File: src/hdl/fwpm_pkg.sv
/*
 * Package for the FIFO/waveform pin mux: register map, field layout and pin carriers.
 * Assumes a 32-bit APB slave with word-aligned registers at a 100 MHz core clock.
 */
package fwpm_pkg;

    // Register byte offsets.
    localparam logic [7:0] FWPM_OFS_CFG = 8'h00;
    localparam logic [7:0] FWPM_OFS_CTRL = 8'h04;
    localparam logic [7:0] FWPM_OFS_STAT = 8'h08;

    // Configuration register field positions.
    localparam int FWPM_CFG_MODE_LO = 0;
    localparam int FWPM_CFG_INV = 4;
    localparam int FWPM_CFG_FREQ_LO = 5;
    localparam int FWPM_CFG_INTCLK = 7;
    localparam logic [31:0] FWPM_CFG_RST = 32'h0000_0000;
    localparam logic [31:0] FWPM_CFG_MASK = 32'h0000_00F3;

    // Waveform control outputs all come up high.
    localparam logic [5:0] FWPM_CTRL_RST = 6'h3F;

    // Interface clock rates and the half-period divider counts they need.
    localparam int FWPM_CORE_HZ = 100_000_000;
    localparam int FWPM_INTERFACE_CLOCK_SLOW_HZ = 30_000_000;
    localparam int FWPM_INTERFACE_CLOCK_FAST_HZ = 48_000_000;
    localparam int FWPM_HALF_SLOW = FWPM_CORE_HZ / (2 * FWPM_INTERFACE_CLOCK_SLOW_HZ);
    localparam int FWPM_HALF_FAST = FWPM_CORE_HZ / (2 * FWPM_INTERFACE_CLOCK_FAST_HZ);

    typedef enum logic [1:0] {
        FWPM_MODE_PORTS,
        FWPM_MODE_RSVD,
        FWPM_MODE_WAVEFORM,
        FWPM_MODE_SLAVE_FIFO
    } fwpm_mode_t;

    // Per-FIFO status carrier.
    typedef struct packed {
        logic prog;
        logic full;
        logic empty;
    } fwpm_fifo_flags_t;

endpackage

File: src/hdl/fwpm_pin_mux.sv
/*
 * Pin mux for the parallel interface: shared control/flag pins, dedicated control
 * outputs and the interface clock pin, configured over APB.
 * Assumes FIFO status and waveform outputs come from logic on i_core_clk, while the
 * FIFO select pins and the interface clock pin come from outside and are synchronised.
 */
// Summary of operation
// Each shared pin shows a waveform control output, a FIFO flag or a constant high, chosen by the mode field.
// In slave-FIFO mode flag A shows the programmable-level flag of the selected FIFO.
// In slave-FIFO mode flag B shows the full flag of the selected FIFO.
// In slave-FIFO mode flag C shows the empty flag of the selected FIFO.
// The outside party drives the two FIFO select pins to pick the reported FIFO.
// With the internal source bit set the pin is driven at 50 MHz, whatever the rate bits hold.
// The interface clock is inverted when the inversion bit is set, either source.
// The interface clock times slave-FIFO data, FIFO control and the waveform engine.
// Six waveform control outputs exist, 3 to 5 dedicated, all defaulting high.
// With an external source the pin is undriven, sampled, and released after reset.
`timescale 1ns/10ps
module fwpm_pin_mux
    import fwpm_pkg::*;
#(
    parameter int NUM_FIFOS = 4
) (
    // Clock and reset.
    input wire logic i_core_clk,
    input wire logic i_rst,
    // APB slave.
    input wire logic i_psel,
    input wire logic i_penable,
    input wire logic i_pwrite,
    input wire logic [7:0] i_paddr,
    input wire logic [31:0] i_pwdata,
    output logic [31:0] o_prdata,
    output logic o_pready,
    output logic o_pslverr,
    // Internal sources.
    input wire logic [5:0] i_waveform_ctrl,
    input wire fwpm_fifo_flags_t [NUM_FIFOS-1:0] i_fifo_flags,
    // FIFO select pins from outside.
    input wire logic [1:0] i_fifo_select,
    // Shared and dedicated pins.
    output logic o_fifo_status_a,
    output logic o_fifo_status_b,
    output logic o_fifo_status_c,
    output logic o_waveform_ctrl_out_3,
    output logic o_waveform_ctrl_out_4,
    output logic o_waveform_ctrl_out_5,
    // Interface clock pin, three signals; enable low while driving.
    input wire logic i_interface_clock,
    output logic o_interface_clock,
    output logic o_interface_clock_oe_n,
    // Effective interface clock level and its rising-edge pulse for internal users.
    output logic o_if_clk_level,
    output logic o_if_clk_rise
);

    ////////////////////////////////////////////////////////////////////////////
    logic [31:0] cfg_reg;
    logic [5:0] ctrl_reg;
    logic [1:0] sel_meta_reg, sel_sync_reg;
    logic clk_meta_reg, clk_sync_reg, clk_prev_reg;
    logic [5:0] ctrl_out_reg;
    logic fa_reg, fb_reg, fc_reg;
    logic [2:0] div_cnt_reg;
    logic gen_clk_reg;

    wire wr_en = i_psel && i_penable && i_pwrite;
    wire hit_cfg = (i_paddr == FWPM_OFS_CFG);
    wire hit_ctrl = (i_paddr == FWPM_OFS_CTRL);
    wire hit_stat = (i_paddr == FWPM_OFS_STAT);
    wire hit_any = hit_cfg || hit_ctrl || hit_stat;

    wire fwpm_mode_t mode = fwpm_mode_t'(cfg_reg[FWPM_CFG_MODE_LO +: 2]);
    wire cfg_inv = cfg_reg[FWPM_CFG_INV];
    wire [1:0] cfg_freq = cfg_reg[FWPM_CFG_FREQ_LO +: 2];
    wire cfg_intclk = cfg_reg[FWPM_CFG_INTCLK];

    ////////////////////////////////////////////////////////////////////////////
    // APB answers in the access cycle; unmapped addresses raise pslverr.
    assign o_pready = 1'b1;
    assign o_pslverr = i_psel && i_penable && !hit_any;
    assign o_prdata = hit_cfg ? cfg_reg :
                      hit_ctrl ? {26'h0, ctrl_reg} :
                      hit_stat ? {24'h0, o_if_clk_level, cfg_intclk, sel_sync_reg,
                                  1'b0, fc_reg, fb_reg, fa_reg} : 32'h0;

    always_ff @(posedge i_core_clk) begin
        if (i_rst) begin
            cfg_reg <= FWPM_CFG_RST;
            ctrl_reg <= FWPM_CTRL_RST;
        end else if (wr_en && hit_cfg) begin
            cfg_reg <= i_pwdata & FWPM_CFG_MASK;
        end else if (wr_en && hit_ctrl) begin
            ctrl_reg <= i_pwdata[5:0];
        end
    end

    ////////////////////////////////////////////////////////////////////////////
    // Outside pins pass two flops before anything reads them.
    always_ff @(posedge i_core_clk) begin
        if (i_rst) begin
            sel_meta_reg <= 2'h0;
            sel_sync_reg <= 2'h0;
            clk_meta_reg <= 1'b0;
            clk_sync_reg <= 1'b0;
            clk_prev_reg <= 1'b0;
        end else begin
            // select pins
            sel_meta_reg <= i_fifo_select;
            sel_sync_reg <= sel_meta_reg;
            clk_meta_reg <= i_interface_clock;
            clk_sync_reg <= clk_meta_reg;
            clk_prev_reg <= o_if_clk_level;
        end
    end

    ////////////////////////////////////////////////////////////////////////////
    // flag A programmable
    wire fwpm_fifo_flags_t sel_flags = i_fifo_flags[sel_sync_reg];
    // waveform outputs gated
    wire [5:0] wave_next = i_waveform_ctrl | ~ctrl_reg;
    wire fifo_mode = (mode == FWPM_MODE_SLAVE_FIFO);
    wire wave_mode = (mode == FWPM_MODE_WAVEFORM);
    // shared pin choice
    wire fa_next = fifo_mode ? sel_flags.prog : (wave_mode ? wave_next[0] : 1'b1);
    // flag B full
    wire fb_next = fifo_mode ? sel_flags.full : (wave_mode ? wave_next[1] : 1'b1);
    // flag C empty
    wire fc_next = fifo_mode ? sel_flags.empty : (wave_mode ? wave_next[2] : 1'b1);

    always_ff @(posedge i_core_clk) begin
        if (i_rst) begin
            ctrl_out_reg <= FWPM_CTRL_RST;
            fa_reg <= 1'b1;
            fb_reg <= 1'b1;
            fc_reg <= 1'b1;
        end else begin
            ctrl_out_reg <= wave_next;
            fa_reg <= fa_next;
            fb_reg <= fb_next;
            fc_reg <= fc_next;
        end
    end

    assign o_fifo_status_a = fa_reg;
    assign o_fifo_status_b = fb_reg;
    assign o_fifo_status_c = fc_reg;
    assign o_waveform_ctrl_out_3 = ctrl_out_reg[3];
    assign o_waveform_ctrl_out_4 = ctrl_out_reg[4];
    assign o_waveform_ctrl_out_5 = ctrl_out_reg[5];

    ////////////////////////////////////////////////////////////////////////////
    // Integer division of the 100 MHz core gives 50 MHz for both the 30 and the 48 MHz rate settings.
    // internal clock divider
    wire [2:0] half_cnt = (cfg_freq == 2'h0) ? 3'(FWPM_HALF_SLOW) : 3'(FWPM_HALF_FAST);
    wire div_wrap = (div_cnt_reg >= half_cnt - 3'h1);

    always_ff @(posedge i_core_clk) begin
        if (i_rst || !cfg_intclk) begin
            div_cnt_reg <= 3'h0;
            gen_clk_reg <= 1'b0;
        end else if (div_wrap) begin
            div_cnt_reg <= 3'h0;
            gen_clk_reg <= ~gen_clk_reg;
        end else begin
            div_cnt_reg <= div_cnt_reg + 3'h1;
        end
    end

    // optional inversion
    wire raw_clk = cfg_intclk ? gen_clk_reg : clk_sync_reg;
    assign o_if_clk_level = raw_clk ^ cfg_inv;
    assign o_interface_clock = gen_clk_reg ^ cfg_inv;
    // released when external
    assign o_interface_clock_oe_n = !cfg_intclk;
    // interface timing reference
    assign o_if_clk_rise = o_if_clk_level && !clk_prev_reg;

endmodule

File: config.mk
export PLATFORM = sky130hd
export DESIGN_NAME = fwpm_pin_mux
export DESIGN_NICKNAME = d
export VERILOG_FILES = /design/src/hdl/fwpm_pkg.sv /design/src/hdl/fwpm_pin_mux.sv
export SDC_FILE = /design/constraint.sdc
export NUM_CORES = 1
export LEC_CHECK = 0
export ABC_AREA = 1
export BUFFER_PORTS_ARGS = -buffer_cell sky130_fd_sc_hd__buf_2
export CAP_MARGIN = 20
export CORE_MARGIN = 1.5
export CORE_UTILIZATION = 42
export CTS_BUF_LIST = sky130_fd_sc_hd__clkbuf_8
export CTS_CLUSTER_SIZE = 24
export DETAILED_ROUTE_END_ITERATION = 6
export GPL_TIMING_DRIVEN = 0
export HOLD_SLACK_MARGIN = 0.08
export PLACE_DENSITY = 0.89
export SLEW_MARGIN = 25
export SYNTH_ARGS = -nofsm -noshare
export SYNTH_HDL_FRONTEND = slang
export SYNTH_SLANG_ARGS = --single-unit
File: constraint.sdc
create_clock -name i_core_clk -period 1.2 [get_ports i_core_clk]
set_clock_uncertainty 0.1 [all_clocks]
set_input_delay 0.12 -clock i_core_clk [delete_from_list [all_inputs] [get_ports i_core_clk]]
set_output_delay 0.12 -clock i_core_clk [all_outputs]
set_load 0.02 [all_outputs]
==> results.yml, run 1 <==
setup_path:
  r2r-end: "o_fifo_status_a$_SDFF_PP1_"
  crit_family: "flip-flops"
  worst-path-buf-inv: 3
  reg2reg_slack_ps: 80
  path_cells: "inv_6 -> o211ai_1 -> nand2_2 -> buf_4 -> buf_6"
  r2r_cells: 6
  critPathLaunch: "cfg_reg[7]$_SDFFE_PP0P_"
  path_depth: 5
  critPathRequiredTime_ps: 980
  crit_arrival_ps: 1260
  end_kind: "primary output"
  path_max_fanout: 5
  critPathLaunchType: "flop"
  r2r-start: "sel_sync_reg[0]$_SDFF_PP0_"
  cp_slowest_stage_delay_ps: 380
  crit_type: "reg2out"
  cpMaxStageDelayCell: "dfxtp_4"
drt:
  first_pass_iters: 4
  wl_per_cell_um: 13.1
  drtIter0Drc: 118
  wirelength_um: 5080
  viasPerCell: 4.73
  drcViolationCount: 0
  antenna_left: 0
  vias: 1829
global_routing:
  grt_max_degree: 14
  grt_pass1_wl_um: 7070
  grt-ovfl-total: 0
  grt_pass1_vias: 1749
  grt_antenna_before_repair: 0
  grt_use_total: 0.218
die:
  die_h_um: 63.6
  die_area_um2: 4050
  start_util: 0.448
  die_x_um: 63.6
  ios: 110
  placementRows: 21
  core_um2: 3440
placement:
  portBuffers: 59
  hpwl_um: 2880
  gp_congestion: 0.805
clock_tree:
  cts_made_buffers: 3
  clockBufferDepth: 2
  cts_sinks: 26
  root_buffer: "clkbuf_8"
  cts_tree: "done"
  h-tree-depth: 1
  clock_insertion_delay_worst_skew_ps: 280
  clk_pin_slew_worst_paths_ps: 90
sta:
  slew_violations: 0
  rsz0062_at_grt: "true"
  fmax_ghz: 0.674
  final_hold_viol_count: 0
  fin_hold_ws_ps: 83.9
  setup_violations: 10
  setup_ws_ps: -283
  fin_crit_sh: 1.24
  finalWorstPathRequiredPeriod_ps: 1480
outcome:
  status: "complete, but fails checks"
  violations: "setup timing"
synthesis:
  synth_xor_xnor_area_share: 0.00568
  synth.area.top_cells: "dfxtp_1 (34%), buf_4 (14%), nand2_1 (12%)"
  synth_cell_types: 22
  avgSynthCellArea_um2: 6.86
  netlist_area_um2: 1540
  synth-adder-area-share: 0
  yosys_warnings: 0
  ys_seq_area_frac: 0.337
  synth-simple-area-share: 0.354
  synth_compound_area_frac: 0.0616
  synthMuxAreaShare: 0
  synth_top_family_by_area: "simple AND/OR/NAND/NOR gates"
  ys_ff_latch: 26
  synth_top_area_share: 0.337
  synth_largest_area_cell: "dfxtp_1"
  synthesis.instances: 225
final_layout:
  final_layout_size_suffix_gt1_frac: 0.455
  num-fill-cells: 238
  ff_latch_area_um2: 537
  multi_input_area_um2: 895
  nets: 409
  area_delta_synth_final_pct: 68.9
  n_antenna_cell: 0
flow_run:
  cap_violations: 0
power:
  irDropWorstVdd_v: 0.000539
  p_leak_nw: 1.42
  total_power_mw: 1.84
  power_density_nw_per_um2: 705
min_path:
  hold-path-cell-count: 5
  hold_end: "cfg_reg[7]$_SDFFE_PP0P_"
  worstHoldPathType: "in2reg"
  worstHoldStart: "i_pwdata[7]"
[layout make-up]
class,count,area share
timing repair buffer,90,0.265
buffer,32,0.0989
clock buffer,3,0.0158
inverter,31,0.0485
tap,46,0.0221
sequential,26,0.206
multi-input combinational,159,0.343
[cells by family after synthesis]
family                 count (synthesis)
AND/OR/NAND/NOR                      119
buffers and inverters                 63
flip-flops                            26
AO/OA/AOI/OAI                         14
other                                  2
XOR/XNOR                               1
[Yosys cell counts]
library cell / number
nand2_1: 51
nand3_1: 34
inv_1: 30
buf_4: 29
dfxtp_1: 26
nor2_1: 18
nor2_2: 5
a21oi_2: 4
nor3_1: 4
o211ai_1: 4
a21oi_1: 3
nand3b_1: 3
o21ai_0: 3
buf_2: 2
conb_1: 2
and3_1: 1
buf_12: 1
clkinv_1: 1
nand2_2: 1
nand2_4: 1
nor2_8: 1
xor2_1: 1
[stage by stage]
step           instances   util  TNS (ps)  instance area [um2]  worst slack, ps
6_report             387  0.757     -1160                 2610             -283
3_5_place_dp         353  0.580     -1010                 2000             -170
4_1_cts              381  0.698      -684                 2400             -235
2_1_floorplan        248      -         0                 1640            0.195
3_3_place_gp         353  0.580      -926                 2000             -163
5_1_grt              387  0.757     -1590                 2610             -359
[power by group]
| group | internal (mW) | switching (mW) |
|---|---|---|
| Combinational | 0.214 | 0.232 |
| Clock | 0.226 | 0.288 |
| Sequential | 0.872 | 0.00669 |
| Total | 1.31 | 0.526 |
[tightest hold or removal path: stages]
cell and delay [ps]:
buf_2 100, inv_1 40, nand3_1 70, nand2_1 60, nor2_1 40
[worst max path at each step]
stage | endpoint
floorplan | o_if_clk_rise
global placement | o_prdata[5]
detailed placement | o_prdata[2]
CTS | o_if_clk_rise
global route | o_prdata[7]
finish | o_if_clk_level
[what timing repair did]
action	4_1_cts	5_1_grt
endpoints found under the setup margin	10	14
endpoints found under the hold margin	20	0
hold buffers	16	0
gates resized for setup	45	35
pin swaps	13	16
buffers inserted	9	6
cloned	0	1
[cells in the final DEF, fill, tap and decap left out, types with 4 or more instances in the layout]
cell	netlist	layout
a21oi_2	4	4
buf_2	2	43
buf_4	29	43
buf_6	0	17
conb_1	2	25
dfxtp_1	26	19
dfxtp_2	0	4
dlygate4sd3_1	0	16
inv_1	30	26
nand2_1	51	40
nand2_2	1	8
nand2_4	1	5
nand3_1	34	29
nand3_2	0	4
nor2_1	18	16
nor2_4	0	7
nor3_1	4	4
o211ai_1	4	4
[routing by layer]
metal / global-route usage / share of wire / routed length, um / vias to the layer above
li1: - / - / - / 880
met3: 0.0661 / 0.081 / 414 / 19
met2: 0.407 / 0.54 / 2730 / 104
met5: 0 / 0 / 0 / -
met4: 0.0815 / 0.024 / 121 / 0
met1: 0.226 / 0.36 / 1820 / 826
Note: power is estimated with default switching activity, not from simulation.
==> run 2, diff against run 1 <==
--- a/config.mk
+++ b/config.mk
@@ -8,6 +8,7 @@
 export ABC_AREA = 1
 export BUFFER_PORTS_ARGS = -buffer_cell sky130_fd_sc_hd__buf_2
 export CAP_MARGIN = 20
+export CORE_ASPECT_RATIO = 0.7
 export CORE_MARGIN = 1.5
 export CORE_UTILIZATION = 42
 export CTS_BUF_LIST = sky130_fd_sc_hd__clkbuf_8
==> constraint.sdc (replaced) <==
create_clock -name i_core_clk -period 1.2 [get_ports i_core_clk]
set_clock_uncertainty 0.1 [all_clocks]
set_input_delay 0.12 -clock i_core_clk [delete_from_list [all_inputs] [get_ports i_core_clk]]
set_output_delay 0.12 -clock i_core_clk [all_outputs]
set_load 0.005 [all_outputs]
==> results.yml, run 2 (synthesis results as in run 1) <==
setup_path:
  critPathRequiredTime_ps: 980
  end_kind: "primary output"
  path_max_fanout: 5
  r2r_cells: 4
  crit_arrival_ps: 1220
  critPathLaunchType: "flop"
  r2r-end: "o_fifo_status_b$_SDFF_PP1_"
  r2r-start: "cfg_reg[0]$_SDFFE_PP0P_"
  critPathLaunch: "cfg_reg[7]$_SDFFE_PP0P_"
  crit_type: "reg2out"
  reg2reg_slack_ps: 110
final_layout:
  fin_util: 0.721
  layout_common_cells: "buf_2 (51), nand2_1 (37), buf_4 (36), nand3_1 (29)"
  area_delta_synth_final_pct: 64.2
  nets: 404
  final_layout_size_suffix_gt1_frac: 0.439
  final_common_cell: "buf_2"
  fin_cells: 387
  n_antenna_cell: 0
sta:
  final_hold_viol_count: 0
  rsz0062_at_grt: "true"
  fmax_ghz: 0.692
  finalWorstPathRequiredPeriod_ps: 1440
  slew_violations: 0
  setup_violations: 9
  totalNegativeSetupSlack_ps: -827
  fin_crit_sh: 1.20
  setup_ws_ps: -245
clock_tree:
  clk_pin_slew_worst_paths_ps: 90
  cts_made_buffers: 3
  clockBufferDepth: 2
  cts_tree: "done"
  h-tree-depth: 1
  clock_insertion_delay_worst_skew_ps: 270
  root_buffer: "clkbuf_8"
  cts_sinks: 26
placement:
  hpwl_um: 2810
  dp_cells: 357
  portBuffers: 59
  gp_congestion: 0.825
min_path:
  worstHoldStart: "i_fifo_flags[6]"
  hold_end: "o_fifo_status_c$_SDFF_PP1_"
  hold-path-cell-count: 5
  worstHoldPathType: "in2reg"
outcome:
  status: "complete, but fails checks"
  violations: "setup timing"
global_routing:
  grt-ovfl-total: 0
  grt_pass1_vias: 1451
  grt_pass1_wl_um: 6380
  grt_use_total: 0.205
  grt_max_degree: 15
  grt_antenna_before_repair: 0
drt:
  drtIter0Drc: 121
  viasPerCell: 4.67
  wl_met2_um: 2490
  drcViolationCount: 0
  wl_per_cell_um: 12.3
  wl_met3_um: 366
  vias: 1806
  first_pass_iters: 5
  top_layer_used: "met4"
  antenna_left: 0
  met1_length_um: 1860
  wirelength_um: 4780
die:
  core_um2: 3510
  die_area_um2: 4050
  die_x_um: 75.4
  die_h_um: 53.7
  ios: 110
  start_util: 0.439
  placementRows: 18
power:
  p_leak_nw: 1.41
  power_density_nw_per_um2: 712
  irDropWorstVdd_v: 0.000736
flow_run:
  cap_violations: 0
==> run 2: changes by cell type in the layout (fill, tap and decap cells not counted), sizes merged <==
cell | previous run | this run
buf | 105 | 98
clkbuf | 4 | 6
dlygate4sd3 | 16 | 17
==> run 2: repair_timing <==
action / CTS / global route
endpoints found under the setup margin: 10 / 12
gates resized for setup: 31 / 36
gates cloned: 0 / 1
endpoints found under the hold margin: 21 / 0
pin swaps: 8 / 16
hold buffers: 17 / 0
setup buffers: 5 / 4
==> run 2: worst max path at each step <==
| stage | end | slack (ps) | cells after the start |
|---|---|---|---|
| floorplan | o_if_clk_rise | 100 | 7 |
| global placement | o_prdata[5] | -130 | 9 |
| detailed placement | o_prdata[2] | -140 | 9 |
| CTS | o_if_clk_rise | -220 | 8 |
| global route | o_if_clk_rise | -320 | 8 |
| finish | o_if_clk_rise | -240 | 8 |
==> run 2: cell type report <==
type	instances	area (um2)
Buffer	31	250
Fill cell	273	981
Inverter	31	126
Timing Repair Buffer	86	618
Tap cell	50	62.6
Clock buffer	4	55.1
Sequential cell	26	529
Multi-Input combinational cell	159	891
==> run 2: metrics by stage <==
step / setup slack [ps] / hold WS [ps] / total power, mW / instance area (um2)
detailed placement: -135 / 211 / 1.17 / 1990
global placement: -133 / 211 / 1.16 / 1990
finish: -245 / 84.4 / 1.80 / 2530
CTS: -220 / 82.7 / 1.77 / 2340
global route: -317 / 94.0 / 1.88 / 2530
floorplan: 95.0 / 126 / 1.07 / 1630
==> run 2: metal layers <==
metal	up-vias	track usage
met4	0	0.0446
met5	-	0
met3	9	0.0337
li1	874	-
met2	105	0.374
met1	818	0.256
==> run 2: critical path: stages (launching register included) <==
cell	delay (ps)
dfxtp_2	340
inv_4	70
nand2_2	60
o21ai_1	80
nand2_1	80
nand2_2	90
inv_1	60
nor2_1	70
buf_2	110
==> run 2: power by group <==
part / internal, mW / switching (mW) / total [mW]
Clock: 0.293 / 0.271 / 0.564
Sequential: 0.876 / 0.00793 / 0.884
Combinational: 0.197 / 0.158 / 0.355
Total: 1.37 / 0.437 / 1.80
==> run 3, diff against run 2 <==
--- a/config.mk
+++ b/config.mk
@@ -16,6 +16,7 @@
 export DETAILED_ROUTE_END_ITERATION = 6
 export GPL_TIMING_DRIVEN = 0
 export HOLD_SLACK_MARGIN = 0.08
+export MAX_ROUTING_LAYER = met4
 export PLACE_DENSITY = 0.89
 export SLEW_MARGIN = 25
 export SYNTH_ARGS = -nofsm -noshare
==> results.yml, run 3 (synthesis results as in run 1) <==
power:
  pwr-share-comb: 0.197
  p_leak_nw: 1.41
  power_density_nw_per_um2: 713
  p_switching_mw: 0.440
  power.share.clock: 0.313
  switching_share: 0.244
  p_seq_frac: 0.490
  internal_power_mw: 1.37
  irDropWorstVdd_v: 0.000742
sta:
  fin_hold_ws_ps: 86.0
  finalWorstPathRequiredPeriod_ps: 1450
  final_hold_viol_count: 0
  fmax_ghz: 0.689
  rsz0062_at_grt: "true"
  fin_crit_sh: 1.21
  setup_violations: 9
  setup_ws_ps: -252
  slew_violations: 0
clock_tree:
  clock_insertion_delay_worst_skew_ps: 270
  cts_made_buffers: 3
  h-tree-depth: 1
  clockBufferDepth: 2
  cts_tree: "done"
  cts_sinks: 26
  clk_pin_slew_worst_paths_ps: 90
  root_buffer: "clkbuf_8"
setup_path:
  path_max_fanout: 5
  crit_arrival_ps: 1230
  r2r_cells: 4
  crit_type: "reg2out"
  critPathRequiredTime_ps: 980
  critPathLaunch: "cfg_reg[7]$_SDFFE_PP0P_"
  end_kind: "primary output"
  r2r-start: "cfg_reg[0]$_SDFFE_PP0P_"
  critPathLaunchType: "flop"
die:
  die_h_um: 53.7
  core_um2: 3510
  ios: 110
  die_x_um: 75.4
  die_area_um2: 4050
  start_util: 0.439
  placementRows: 18
final_layout:
  layout_common_cells: "buf_2 (51), nand2_1 (37), buf_4 (36), nand3_1 (29)"
  final_layout_size_suffix_gt1_frac: 0.439
  fin_area_um2: 2530
  ff_latch_area_um2: 529
  final_common_cell: "buf_2"
  multi_input_area_um2: 891
  fin_cells: 387
  n_antenna_cell: 0
  num-fill-cells: 273
  nets: 404
  area_delta_synth_final_pct: 64.2
global_routing:
  grt_max_degree: 15
  grt-ovfl-total: 0
  grt_pass1_vias: 1450
  grt_antenna_before_repair: 0
  grt_pass1_wl_um: 6380
  grt_use_total: 0.212
drt:
  viasPerCell: 4.60
  wirelength_um: 4810
  drtIter0Drc: 177
  first_pass_iters: 5
  antenna_left: 0
  drcViolationCount: 0
  vias: 1779
  wl_per_cell_um: 12.4
min_path:
  worstHoldPathType: "in2reg"
  hold-path-cell-count: 5
  worstHoldStart: "i_fifo_flags[6]"
placement:
  dp_cells: 357
  hpwl_um: 2810
  portBuffers: 59
  dpl_cell_area_um2: 1990
  gp_congestion: 0.837
outcome:
  status: "complete, but fails checks"
  violations: "setup timing"
flow_run:
  cap_violations: 0
## run 3: per-layer routing
metal	vias up	part of all wire	GRT usage	routed length (um)
li1	874	-	-	-
met1	814	0.40	0.259	1920
met2	83	0.52	0.373	2510
met3	8	0.067	0.0337	324
met4	0	0.012	0.0446	59
met5	-	0	-	0
## run 3: timing repair
item | 4_1_cts | 5_1_grt
gates resized for setup | 31 | 36
pin swaps | 8 | 16
setup endpoints to repair | 10 | 12
buffers inserted | 5 | 4
cloned | 0 | 1
hold buffers | 17 | 0
hold endpoints to repair | 21 | 0
## run 3: cell type report
type,instances,share of cell area
clock buffers,4,0.0217
repair buffers,86,0.244
well taps,50,0.0247
plain buffers,31,0.0988
inverters,31,0.0499
flip-flops and latches,26,0.209
multi-input cells,159,0.352
## run 3: worst paths after layout
| check | endpoint | slack (ps) |
|---|---|---|
| max | o_if_clk_rise | -250 |
| min | o_fifo_status_c$_SDFF_PP1_ | 90 |
| max reg2reg | o_fifo_status_b$_SDFF_PP1_ | 110 |
| min reg2reg | sel_sync_reg[0]$_SDFF_PP0_ | 310 |
## run 3: power by group through the flow
stage	registers (mW)	logic (mW)	clock network [mW]
after floorplan	0.903	0.166	0
after global placement	0.903	0.258	0
after detailed placement	0.903	0.263	0
after CTS	0.886	0.323	0.560
after global routing	0.886	0.389	0.601
final	0.884	0.356	0.566
## run 3: per-stage QoR
| stage | setup slack, ps | power (mW) | setup TNS [ps] | util |
|---|---|---|---|---|
| 4_1_cts | -220 | 1.77 | -573 | 0.667 |
| 5_1_grt | -317 | 1.88 | -1290 | 0.721 |
| 3_3_place_gp | -133 | 1.16 | -711 | 0.566 |
| 6_report | -252 | 1.81 | -827 | 0.721 |
| 3_5_place_dp | -135 | 1.17 | -820 | 0.566 |
| 2_1_floorplan | 95.0 | 1.07 | 0 | - |
## run 3: critical path, cell delays in order (launching register included)
cell	delay [ps]
dfxtp_2	340
inv_4	70
nand2_2	60
o21ai_1	80
nand2_1	80
nand2_2	90
inv_1	60
nor2_1	70
buf_2	110
